### src/rtl/vqas_pkg.sv
// constants and types for the video quantize, accumulate and serialize block
package vqas_pkg;

   // ==========================================================
   // geometry
   localparam int CHANNELS = 56;
   localparam int SENSED = 54;
   localparam int FRAME_LEN = 60;
   localparam logic [5:0] FRAME_LAST = 6'h3B;
   localparam logic [5:0] COUNT_MIN = 6'h01;
   localparam logic [5:0] COUNT_MAX = 6'h3B;
   localparam logic [5:0] COUNT_RESET = 6'h1E;
   localparam logic [8:0] HANDPRINT_OFFSET = 9'h036;
   localparam int SHIFT_DIV_DEFAULT = 4;

   // ==========================================================
   // register byte offsets
   localparam logic [5:0] OFS_CTRL = 6'h00;
   localparam logic [5:0] OFS_THRESH = 6'h04;
   localparam logic [5:0] OFS_COUNT = 6'h08;
   localparam logic [5:0] OFS_SIM_LO = 6'h0C;
   localparam logic [5:0] OFS_SIM_HI = 6'h10;
   localparam logic [5:0] OFS_LOAD_EN = 6'h14;
   localparam logic [5:0] OFS_STATUS = 6'h18;
   localparam logic [5:0] OFS_ACC_LO = 6'h1C;
   localparam logic [5:0] OFS_ACC_HI = 6'h20;

   // ==========================================================
   // field positions and reset values
   localparam int CTRL_HANDPRINT = 0;
   localparam int CTRL_SIM_SEL = 1;
   localparam int LOAD_UPRIGHT = 0;
   localparam int LOAD_INVERT = 1;
   localparam int STATUS_SERIAL = 8;
   localparam logic [7:0] THRESH_RESET = 8'h80;
   localparam logic [55:0] WHITE = {56{1'b1}};

   // ==========================================================
   // carriers
   typedef logic [7:0] vqas_level_t;
   typedef vqas_level_t [SENSED-1:0] vqas_samples_t;

   typedef struct packed {
      logic handprint;
      logic simSel;
   } vqas_mode_t;

   typedef struct packed {
      logic upright;
      logic invert;
   } vqas_load_en_t;

endpackage

### src/rtl/vqas_load_reg.sv
// 56-stage load register: parallel load, serial unload from the top stage
`timescale 1ns/1ps
`default_nettype none
module vqas_load_reg
   import vqas_pkg::*;
#(
   parameter int WIDTH = CHANNELS
) (
   // clock and reset
   input wire logic clk,
   input wire logic rstn,
   // control
   input wire logic shiftEn,
   input wire logic loadEn,
   input wire logic [WIDTH-1:0] loadData,
   // data out
   output logic serialOut,
   output logic [WIDTH-1:0] stages
);

   // ==========================================================
   // shift toward stage 0 (top), zeros enter at the bottom
   always_ff @(posedge clk) begin
      if (!rstn) begin
         stages <= {WIDTH{1'b1}};
      end else if (shiftEn) begin
         if (loadEn) begin
            stages <= loadData;
         end else begin
            stages <= {1'b0, stages[WIDTH-1:1]};
         end
      end
   end

   assign serialOut = stages[0];

endmodule
`default_nettype wire

### src/rtl/vqas_top.sv
// video quantize, accumulate and serialize front end with Avalon-MM registers
//
// The Avalon-MM slave port and the address map were left to the implementer.
`timescale 1ns/1ps
`default_nettype none
module vqas_top
   import vqas_pkg::*;
#(
   parameter int SHIFT_DIV = SHIFT_DIV_DEFAULT
) (
   // clock and reset
   input wire logic clk,
   input wire logic rstn,
   // sampled video levels, one per sensed channel
   input wire vqas_samples_t sampleLevel,
   // Avalon-MM slave
   input wire logic [5:0] address,
   input wire logic read,
   input wire logic write,
   input wire logic [31:0] writedata,
   output logic [31:0] readdata,
   output logic waitrequest,
   // serial column out
   output logic scrubData,
   output logic thickenData,
   output logic bitStrobe
);

   // ==========================================================
   // registers
   vqas_mode_t mode;
   vqas_load_en_t loadEnable;
   logic [7:0] threshold;
   logic [5:0] accCount;
   logic [55:0] simVideo;
   logic [55:0] acc;
   logic [5:0] frameCnt;
   logic [15:0] divCnt;
   logic shiftTick;
   logic [55:0] optVideo;
   logic [55:0] video;
   logic [55:0] next_acc;
   logic [55:0] loadData;
   logic [55:0] loadStages;
   logic [8:0] effThreshold;
   logic inWindow;
   logic frameEnd;
   logic doLoad;
   logic serialBit;
   logic busTake;

   function automatic logic [5:0] clampCount(input logic [5:0] c);
      if (c < COUNT_MIN) begin
         return COUNT_MIN;
      end else if (c > COUNT_MAX) begin
         return COUNT_MAX;
      end
      return c;
   endfunction

   // ==========================================================
   // shift clock enable
   always_ff @(posedge clk) begin
      if (!rstn) begin
         divCnt <= '0;
         shiftTick <= 1'b0;
      end else if (divCnt == 16'(SHIFT_DIV - 1)) begin
         divCnt <= '0;
         shiftTick <= 1'b1;
      end else begin
         divCnt <= divCnt + 16'h0001;
         shiftTick <= 1'b0;
      end
   end

   // ==========================================================
   // quantizer
   always_comb begin
      effThreshold = {1'b0, threshold};
      if (mode.handprint) begin
         effThreshold = effThreshold + HANDPRINT_OFFSET;
      end
      optVideo[0] = 1'b1;
      optVideo[CHANNELS-1] = 1'b1;
      for (int i = 0; i < SENSED; i++) begin
         // a level at or above the reference is light
         optVideo[i+1] = ({1'b0, sampleLevel[i]} >= effThreshold);
      end
   end

   assign video = mode.simSel ? simVideo : optVideo;

   // ==========================================================
   // accumulator and frame counter
   assign frameEnd = (frameCnt == FRAME_LAST);
   // window covers periods count..59, so a low count spans more periods
   assign inWindow = (frameCnt >= accCount);
   assign next_acc = inWindow ? (acc & video) : acc;

   always_ff @(posedge clk) begin
      if (!rstn) begin
         frameCnt <= '0;
      end else if (shiftTick) begin
         frameCnt <= frameEnd ? 6'h00 : frameCnt + 6'h01;
      end
   end

   always_ff @(posedge clk) begin
      if (!rstn) begin
         acc <= WHITE;
      end else if (shiftTick) begin
         acc <= frameEnd ? WHITE : next_acc;
      end
   end

   // ==========================================================
   // orientation gating
   always_comb begin
      loadData = next_acc;
      if (!loadEnable.upright && loadEnable.invert) begin
         for (int i = 0; i < SENSED; i++) begin
            loadData[i] = next_acc[SENSED-1-i];
         end
      end
   end

   assign doLoad = frameEnd && (loadEnable.upright || loadEnable.invert);

   vqas_load_reg #(
      .WIDTH(CHANNELS)
   ) u_load (
      .clk(clk),
      .rstn(rstn),
      .shiftEn(shiftTick),
      .loadEn(doLoad),
      .loadData(loadData),
      .serialOut(serialBit),
      .stages(loadStages)
   );

   // top stage is itself a flip-flop; both downstream stages see it
   assign scrubData = serialBit;
   assign thickenData = serialBit;

   always_ff @(posedge clk) begin
      if (!rstn) begin
         bitStrobe <= 1'b0;
      end else begin
         bitStrobe <= shiftTick;
      end
   end

   // ==========================================================
   // Avalon-MM slave: one wait cycle, then the access completes
   assign busTake = (read || write) && !waitrequest;

   always_ff @(posedge clk) begin
      if (!rstn) begin
         waitrequest <= 1'b1;
      end else begin
         waitrequest <= !((read || write) && waitrequest);
      end
   end

   always_ff @(posedge clk) begin
      if (!rstn) begin
         mode <= '0;
         threshold <= THRESH_RESET;
         accCount <= COUNT_RESET;
         simVideo <= WHITE;
         loadEnable <= '0;
      end else if (busTake && write) begin
         case (address)
            OFS_CTRL: begin
               mode.handprint <= writedata[CTRL_HANDPRINT];
               mode.simSel <= writedata[CTRL_SIM_SEL];
            end
            OFS_THRESH: begin
               threshold <= writedata[7:0];
            end
            OFS_COUNT: begin
               accCount <= clampCount(writedata[5:0]);
            end
            OFS_SIM_LO: begin
               simVideo[31:0] <= writedata;
            end
            OFS_SIM_HI: begin
               simVideo[55:32] <= writedata[23:0];
            end
            OFS_LOAD_EN: begin
               loadEnable.upright <= writedata[LOAD_UPRIGHT];
               loadEnable.invert <= writedata[LOAD_INVERT];
            end
            default: begin
            end
         endcase
      end
   end

   always_ff @(posedge clk) begin
      if (!rstn) begin
         readdata <= '0;
      end else if ((read || write) && waitrequest) begin
         readdata <= '0;
         if (read) begin
            case (address)
               OFS_CTRL: begin
                  readdata[CTRL_HANDPRINT] <= mode.handprint;
                  readdata[CTRL_SIM_SEL] <= mode.simSel;
               end
               OFS_THRESH: begin
                  readdata[7:0] <= threshold;
               end
               OFS_COUNT: begin
                  readdata[5:0] <= accCount;
               end
               OFS_SIM_LO: begin
                  readdata <= simVideo[31:0];
               end
               OFS_SIM_HI: begin
                  readdata[23:0] <= simVideo[55:32];
               end
               OFS_LOAD_EN: begin
                  readdata[LOAD_UPRIGHT] <= loadEnable.upright;
                  readdata[LOAD_INVERT] <= loadEnable.invert;
               end
               OFS_STATUS: begin
                  readdata[5:0] <= frameCnt;
                  readdata[STATUS_SERIAL] <= serialBit;
               end
               OFS_ACC_LO: begin
                  readdata <= acc[31:0];
               end
               OFS_ACC_HI: begin
                  readdata[23:0] <= acc[55:32];
               end
               default: begin
                  readdata <= '0;
               end
            endcase
         end
      end
   end

endmodule
`default_nettype wire

### config.mk
export PLATFORM = sky130hd
export DESIGN_NAME = vqas_top
export DESIGN_NICKNAME = d
export VERILOG_FILES = /design/src/rtl/vqas_pkg.sv /design/src/rtl/vqas_load_reg.sv /design/src/rtl/vqas_top.sv
export SDC_FILE = /design/constraint.sdc
export NUM_CORES = 1
export LEC_CHECK = 0
export ABC_CLOCK_PERIOD_IN_PS = 8700
export BUFFER_PORTS_ARGS = -buffer_cell sky130_fd_sc_hd__buf_2
export CAP_MARGIN = 20
export CORE_AREA = 2 2 199 201
export DETAILED_ROUTE_END_ITERATION = 12
export DIE_AREA = 0 0 201 203
export MAX_ROUTING_LAYER = met4
export PLACE_DENSITY = 0.89
export SLEW_MARGIN = 20
export SYNTH_ARGS = -nofsm -noshare
export SYNTH_HDL_FRONTEND = slang
export SYNTH_SLANG_ARGS = --single-unit
### constraint.sdc
create_clock -name clk -period 8.7 [get_ports clk]
set_input_delay 2.61 -clock clk [delete_from_list [all_inputs] [get_ports clk]]
set_output_delay 2.61 -clock clk [all_outputs]
set_load 0.01 [all_outputs]
Word-level counts from Yosys, hierarchy flattened. Cells that the tools add are included.

Register bits: 243. Input bits: 474. Output and inout bits: 36. Word-level logic and storage cells: 129.

Add/sub/neg operators: 3. Magnitude comparators: 57. Equal/unequal tests: 10. Mux-type cells: 23. Bitwise operators: 2. Reductions and logical operators: 18.

Operator list (number): >= comparator 8 x 9 -> 1 bit (54); two-way mux 56 bit (4); case mux 15 bit (4 select lines) (1); AND 56 bit (1); two-way mux 54 bit (1); two-way mux 32 bit (1); case mux 4 bit (7 select lines) (1); equality test 6 x 5 -> 1 bit (second input constant) (4); two-way mux 6 bit (4); case mux 2 bit (9 select lines) (1); adder 16 x 1 -> 16 bit (second input constant) (1); equality test 16 x 2 -> 1 bit (second input constant) (1); case mux 8 bit (2 select lines) (1); equality test 6 x 4 -> 1 bit (second input constant) (2); equality test 6 bit (second input constant) (2); AND reduction 2 bit (6); case mux 2 bit (5 select lines) (1); adder 8 x 6 -> 9 bit (second input constant) (1); two-way mux 9 bit (1); adder 6 x 1 -> 6 bit (second input constant) (1); equality test 6 x 3 -> 1 bit (second input constant) (1); >= comparator 6 bit (1); greater-than comparator 6 bit (second input constant) (1); logical NOT 6 bit (1); other kinds (8) (20).

Depth between registers and ports, before layout.
Depth in word-level cells: 8. Mapped depth: 14. Gate-level depth less buffers: 14.

Hierarchy. Synthesis repeated with hierarchy kept, for this count alone.

Cells, all modules: 2446. Area total of the unflattened synthesis: 20349.5 um^2.

Modules (own cells, without submodules): vqas_top (times used 1, cells each 2196, area an instance 17540.6 um^2, sequential area each 3743.6 um^2); vqas_load_reg (times used 1, cells each 250, area an instance 2808.9 um^2, sequential area each 1121.1 um^2).

Worst setup path before layout. Ideal clock, no wire load.

Path kind: reg-to-reg. Start point: register mode[1] in the netlist's numbering. End point: register u_load.stages[0]. Setup time: 0.117 ns. Data arrival time: 5.721 ns. Data required time: 8.583 ns. Path slack: 2.862 ns. Cell stages (with the launch flop): 12. Path buffers: 1. Clock period less this slack: 5.838 ns. Cells stage by stage: dfxtp_1 > buf_2 > o21ai_0 > ha_1 > o21a_1 > o21ai_0 > o311ai_0 > maj3_1 > and4_1 > a21oi_1 > a222oi_1 > o22a_1.

Longest elaborated chain between the ends: 7.

RTL lines: from (decl) (RTL line vqas_top.sv:31) `vqas_mode_t mode;`; two-way mux 9 bit (RTL line vqas_top.sv:80) `if (mode.handprint) begin`; >= comparator 8 x 9 -> 1 bit (RTL line vqas_top.sv:87) `optVideo[i+1] = ({1'b0, sampleLevel[i]} >= effThreshold);`; two-way mux 56 bit (RTL line vqas_top.sv:91) `assign video = mode.simSel ? simVideo : optVideo;`; AND 56 bit (RTL line vqas_top.sv:98) `assign next_acc = inWindow ? (acc & video) : acc;`; two-way mux 56 bit (RTL line vqas_top.sv:98); two-way mux 54 bit (RTL line vqas_top.sv:120) `if (!loadEnable.upright && loadEnable.invert) begin`; two-way mux 56 bit (RTL line vqas_load_reg.sv:27) `if (loadEn) begin`; to (signal assigned) (RTL line vqas_load_reg.sv:25) `stages <= {WIDTH{1'b1}};`; to (signal assigned) (RTL line vqas_load_reg.sv:28) `stages <= loadData;`; to (signal assigned) (RTL line vqas_load_reg.sv:30) `stages <= {1'b0, stages[WIDTH-1:1]};`; to (decl) (RTL line vqas_load_reg.sv:18) `output logic [WIDTH-1:0] stages`.

Every way passes these cells. A chain may end at the register's enable or synchronous reset.

Final worst setup path.
Start point: input port address[1]. End point: register simVideo[22].

Longest elaborated chain between the ends: 2.

RTL lines: from (decl) (RTL line vqas_top.sv:17) `input wire logic [5:0] address,`; equality test 6 x 4 -> 1 bit (RTL line vqas_top.sv:173) `case (address)`; AND reduction 2 bit (no source line); to (signal assigned) (RTL line vqas_top.sv:185) `simVideo[31:0] <= writedata;`; to (decl) (RTL line vqas_top.sv:35) `logic [55:0] simVideo;`.

Every way passes these cells.

==> metrics.csv <==
metric,value,unit
status,finished clean,
fin. max-slew vios,0,
Reg area,4870,um2
Via density,6.33,
"commonest non-fill, non-tap cell in the layout",buf_2,
Num CTS Buffers,26,
Crit. Startpoint,address[1],
die area,40800,um2
CTS tree,yes,
initial antenna violation count,19,
post-cts resize count,0,
crit path capture,simVideo[22],
critical path class,input pin to register,
vias in the first global route,21300,
GRT Util Overall,37.6,%
Synth cell types,71,
"Max FO, Critical Path",26,
Tcrit/Tclk final,53.7,%
Area contributors post-synth,"dfxtp_1 (24%), ha_1 (24%), nand2_1 (7.7%), a21oi_1 (5.5%), nand3_1 (4.1%)",
Final TNS setup,0,ps
Max-Cap Viols,0,
"Slowest-stage cell, CP",and2_1,
Final Power,2660,uW
Final ANT Viol Nets,0,
Die Y,203,um
Sink Count,243,
ys async rst share,0,%
Final HPWL DP,58900,um
area of the core,38500,um2
WL per Instance,22.0,um
CTS Buffer Depth,3,
Final Critical Period,4670,ps
worst-margin pin slew,1210,ps
Mapped Cells,2546,
WL met3,9390,um
Final nets,3853,
Die W,201,um
R2R Setup Slk,4070,ps
R2R Path End,u_load.stages[31],
RSZ-0062 raised after global routing,false,
IO Pins,510,
# setup viols final,0,
H-tree lvl count,1,
"Reg clk slew, reported paths",60,ps
total wire length,78000,um
DRT iter0 DRCs,2929,
Hold Crit Class,register to register,
DR vias,22500,
post-synth top area cell,dfxtp_1,
post-synth top area share,24.3,%
Post-route DRC,0,
Max VDD drop,148,uV
Synth Warn #,0,
startpoint class of the critical path,input pin,
gr ovfl total,0,
fillers,3274,
Multi-input gate area,14500,um2
Worst setup EP type,register,
Worst Path Arrival,5130,ps
first-pass GRT wire length,118000,um
GPL Wtd Cong,1.04,
Yosys reg bits,243,
layout cells sized above 1,20.9,%
uppermost routed layer,met4,
pin count of the biggest net entering global routing,86,
Setup Skew,18.5,ps
achievable frequency,214,MHz
drt first pass iters,12,
most frequent cells in the layout,"buf_2 (509), nand2_1 (411), ha_1 (387), dfxtp_1 (241), a21oi_1 (220)",
cells along the critical path,buf_2 > nor3_2 > and3_1 > buf_4 > and2_1 > buf_4 > nand2_1 > nand3_1,
Initial Util,52.1,%
"Avg Cell Area, Syn",7.87,um2
sequential area share after synthesis,24.3,%
Post-CTS Setup Bufs,0,
hold_buf cts,0,
Slew Limit Headroom,19.4,%
Post-synth EDFFs,0,
ys flop type,dfxtp_1,
power per cell area,111,nW/um2
required time of the critical path,9160,ps
clock root cell,clkbuf_16,
Rows,72,
Mapped Area,20000,um2
Leakage,0.0109,uW
Port-buffer cells,509,
DRT met1 WL,29100,um
Area Overhead vs Synth,19.8,%
clk_lat worst skew,540,ps
FF-to-FF path depth,12,
crit-path most repeated cell,buf_4,
worst r2r src,mode[1],
Detail Route met2 WL,33800,um
syn nets,3407,
final-report hold violation count,0,
"slowest stage delay, CP",700,ps
==> cell usage after synthesis, drive strengths merged, types with 20 or more instances <==
| library cell | number |
|---|---|
| and2 | 21 |
| nand2 | 411 |
| buf | 24 |
| o21ai | 139 |
| o21a | 25 |
| dfxtp | 243 |
| inv | 86 |
| o2111ai | 22 |
| ha | 387 |
| nand3 | 164 |
| o31ai | 21 |
| a21o | 61 |
| a221oi | 20 |
| a211oi | 38 |
| a22oi | 31 |
| nor2 | 151 |
| clkbuf | 101 |
| nand2b | 46 |
| nand4 | 22 |
| a31oi | 54 |
| a21oi | 223 |
==> critical path, delay by kind of cell <==
| kind | cells | cell delay [ps] |
|---|---|---|
| buf+inv | 3 | 850 |
| simple gates | 5 | 1660 |
==> per-layer routing <==
layer	up-vias	global-route usage, %
met5	-	-
met4	0	22.2
met3	393	11.0
met2	1498	58.5
met1	10300	43.1
li1	10300	-
==> stage by stage <==
step | util [%] | setup WS (ps) | hold WS (ps) | instance area [um2] | instances
floorplan | - | 2860 | 436 | 20000 | 2546
global placement | 60.1 | 3650 | 451 | 23100 | 3481
detailed placement | 60.1 | 3630 | 456 | 23100 | 3482
CTS | 62.3 | 4150 | 466 | 24000 | 3529
global route | 62.4 | 3900 | 497 | 24000 | 3546
finish | 62.4 | 4030 | 470 | 24000 | 3549
==> report_power, final <==
| part | internal (uW) | total [uW] | switching (uW) | leakage (uW) |
|---|---|---|---|---|
| registers | 1120 | 1120 | 5.13 | 0.00197 |
| logic | 200 | 445 | 244 | 0.00855 |
| clock network | 626 | 1090 | 466 | 0.000418 |
| total | 1940 | 2660 | 716 | 0.0109 |
==> how the worst min path moves through the flow <==
| stage | from | endpoint | slack (ps) | depth (start not counted) |
|---|---|---|---|---|
| after floorplan | acc[26] | acc[26] | 440 | 2 |
| after global placement | acc[26] | acc[26] | 450 | 2 |
| after detailed placement | acc[26] | acc[26] | 460 | 2 |
| after CTS | acc[26] | acc[26] | 470 | 2 |
| after global routing | acc[31] | acc[31] | 500 | 2 |
| final | acc[26] | acc[26] | 470 | 2 |
==> final cells by class <==
class | count | share of cell area (%)
clock inverters | 7 | 0.162
diodes | 20 | 0.208
multi-input cells | 2092 | 60.3
well taps | 518 | 2.70
inverters | 86 | 1.34
repair buffers | 543 | 11.7
clock buffers | 40 | 3.31
flip-flops and latches | 243 | 20.3
==> sequential cells by signal, indices dropped and copies added, names as in the netlist <==
register and cells:
accCount 6, shiftTick 1, readdata 32, waitrequest 1, loadEnable 2, bitStrobe 1
frameCnt 6, u_load.stages 56, acc 56, simVideo 56, threshold 8, divCnt 16
mode 2
==> cells by family (layout without fill, tap and decap cells) <==
| family | after synthesis | in the layout | share of synthesized area [%] |
|---|---|---|---|
| adder cells (fa/ha/maj) | 404 | 404 | 25.0 |
| XOR/XNOR | 22 | 22 | 0.962 |
| multiplexers | 13 | 13 | 0.687 |
| AND/OR/NAND/NOR | 904 | 904 | 20.5 |
| AO/OA/AOI/OAI | 749 | 749 | 24.4 |
| flip-flops | 243 | 243 | 24.3 |
| other | 0 | 20 | 0 |
| buffers and inverters | 211 | 676 | 4.15 |
No activity file was read; power rests on OpenSTA's default activity.
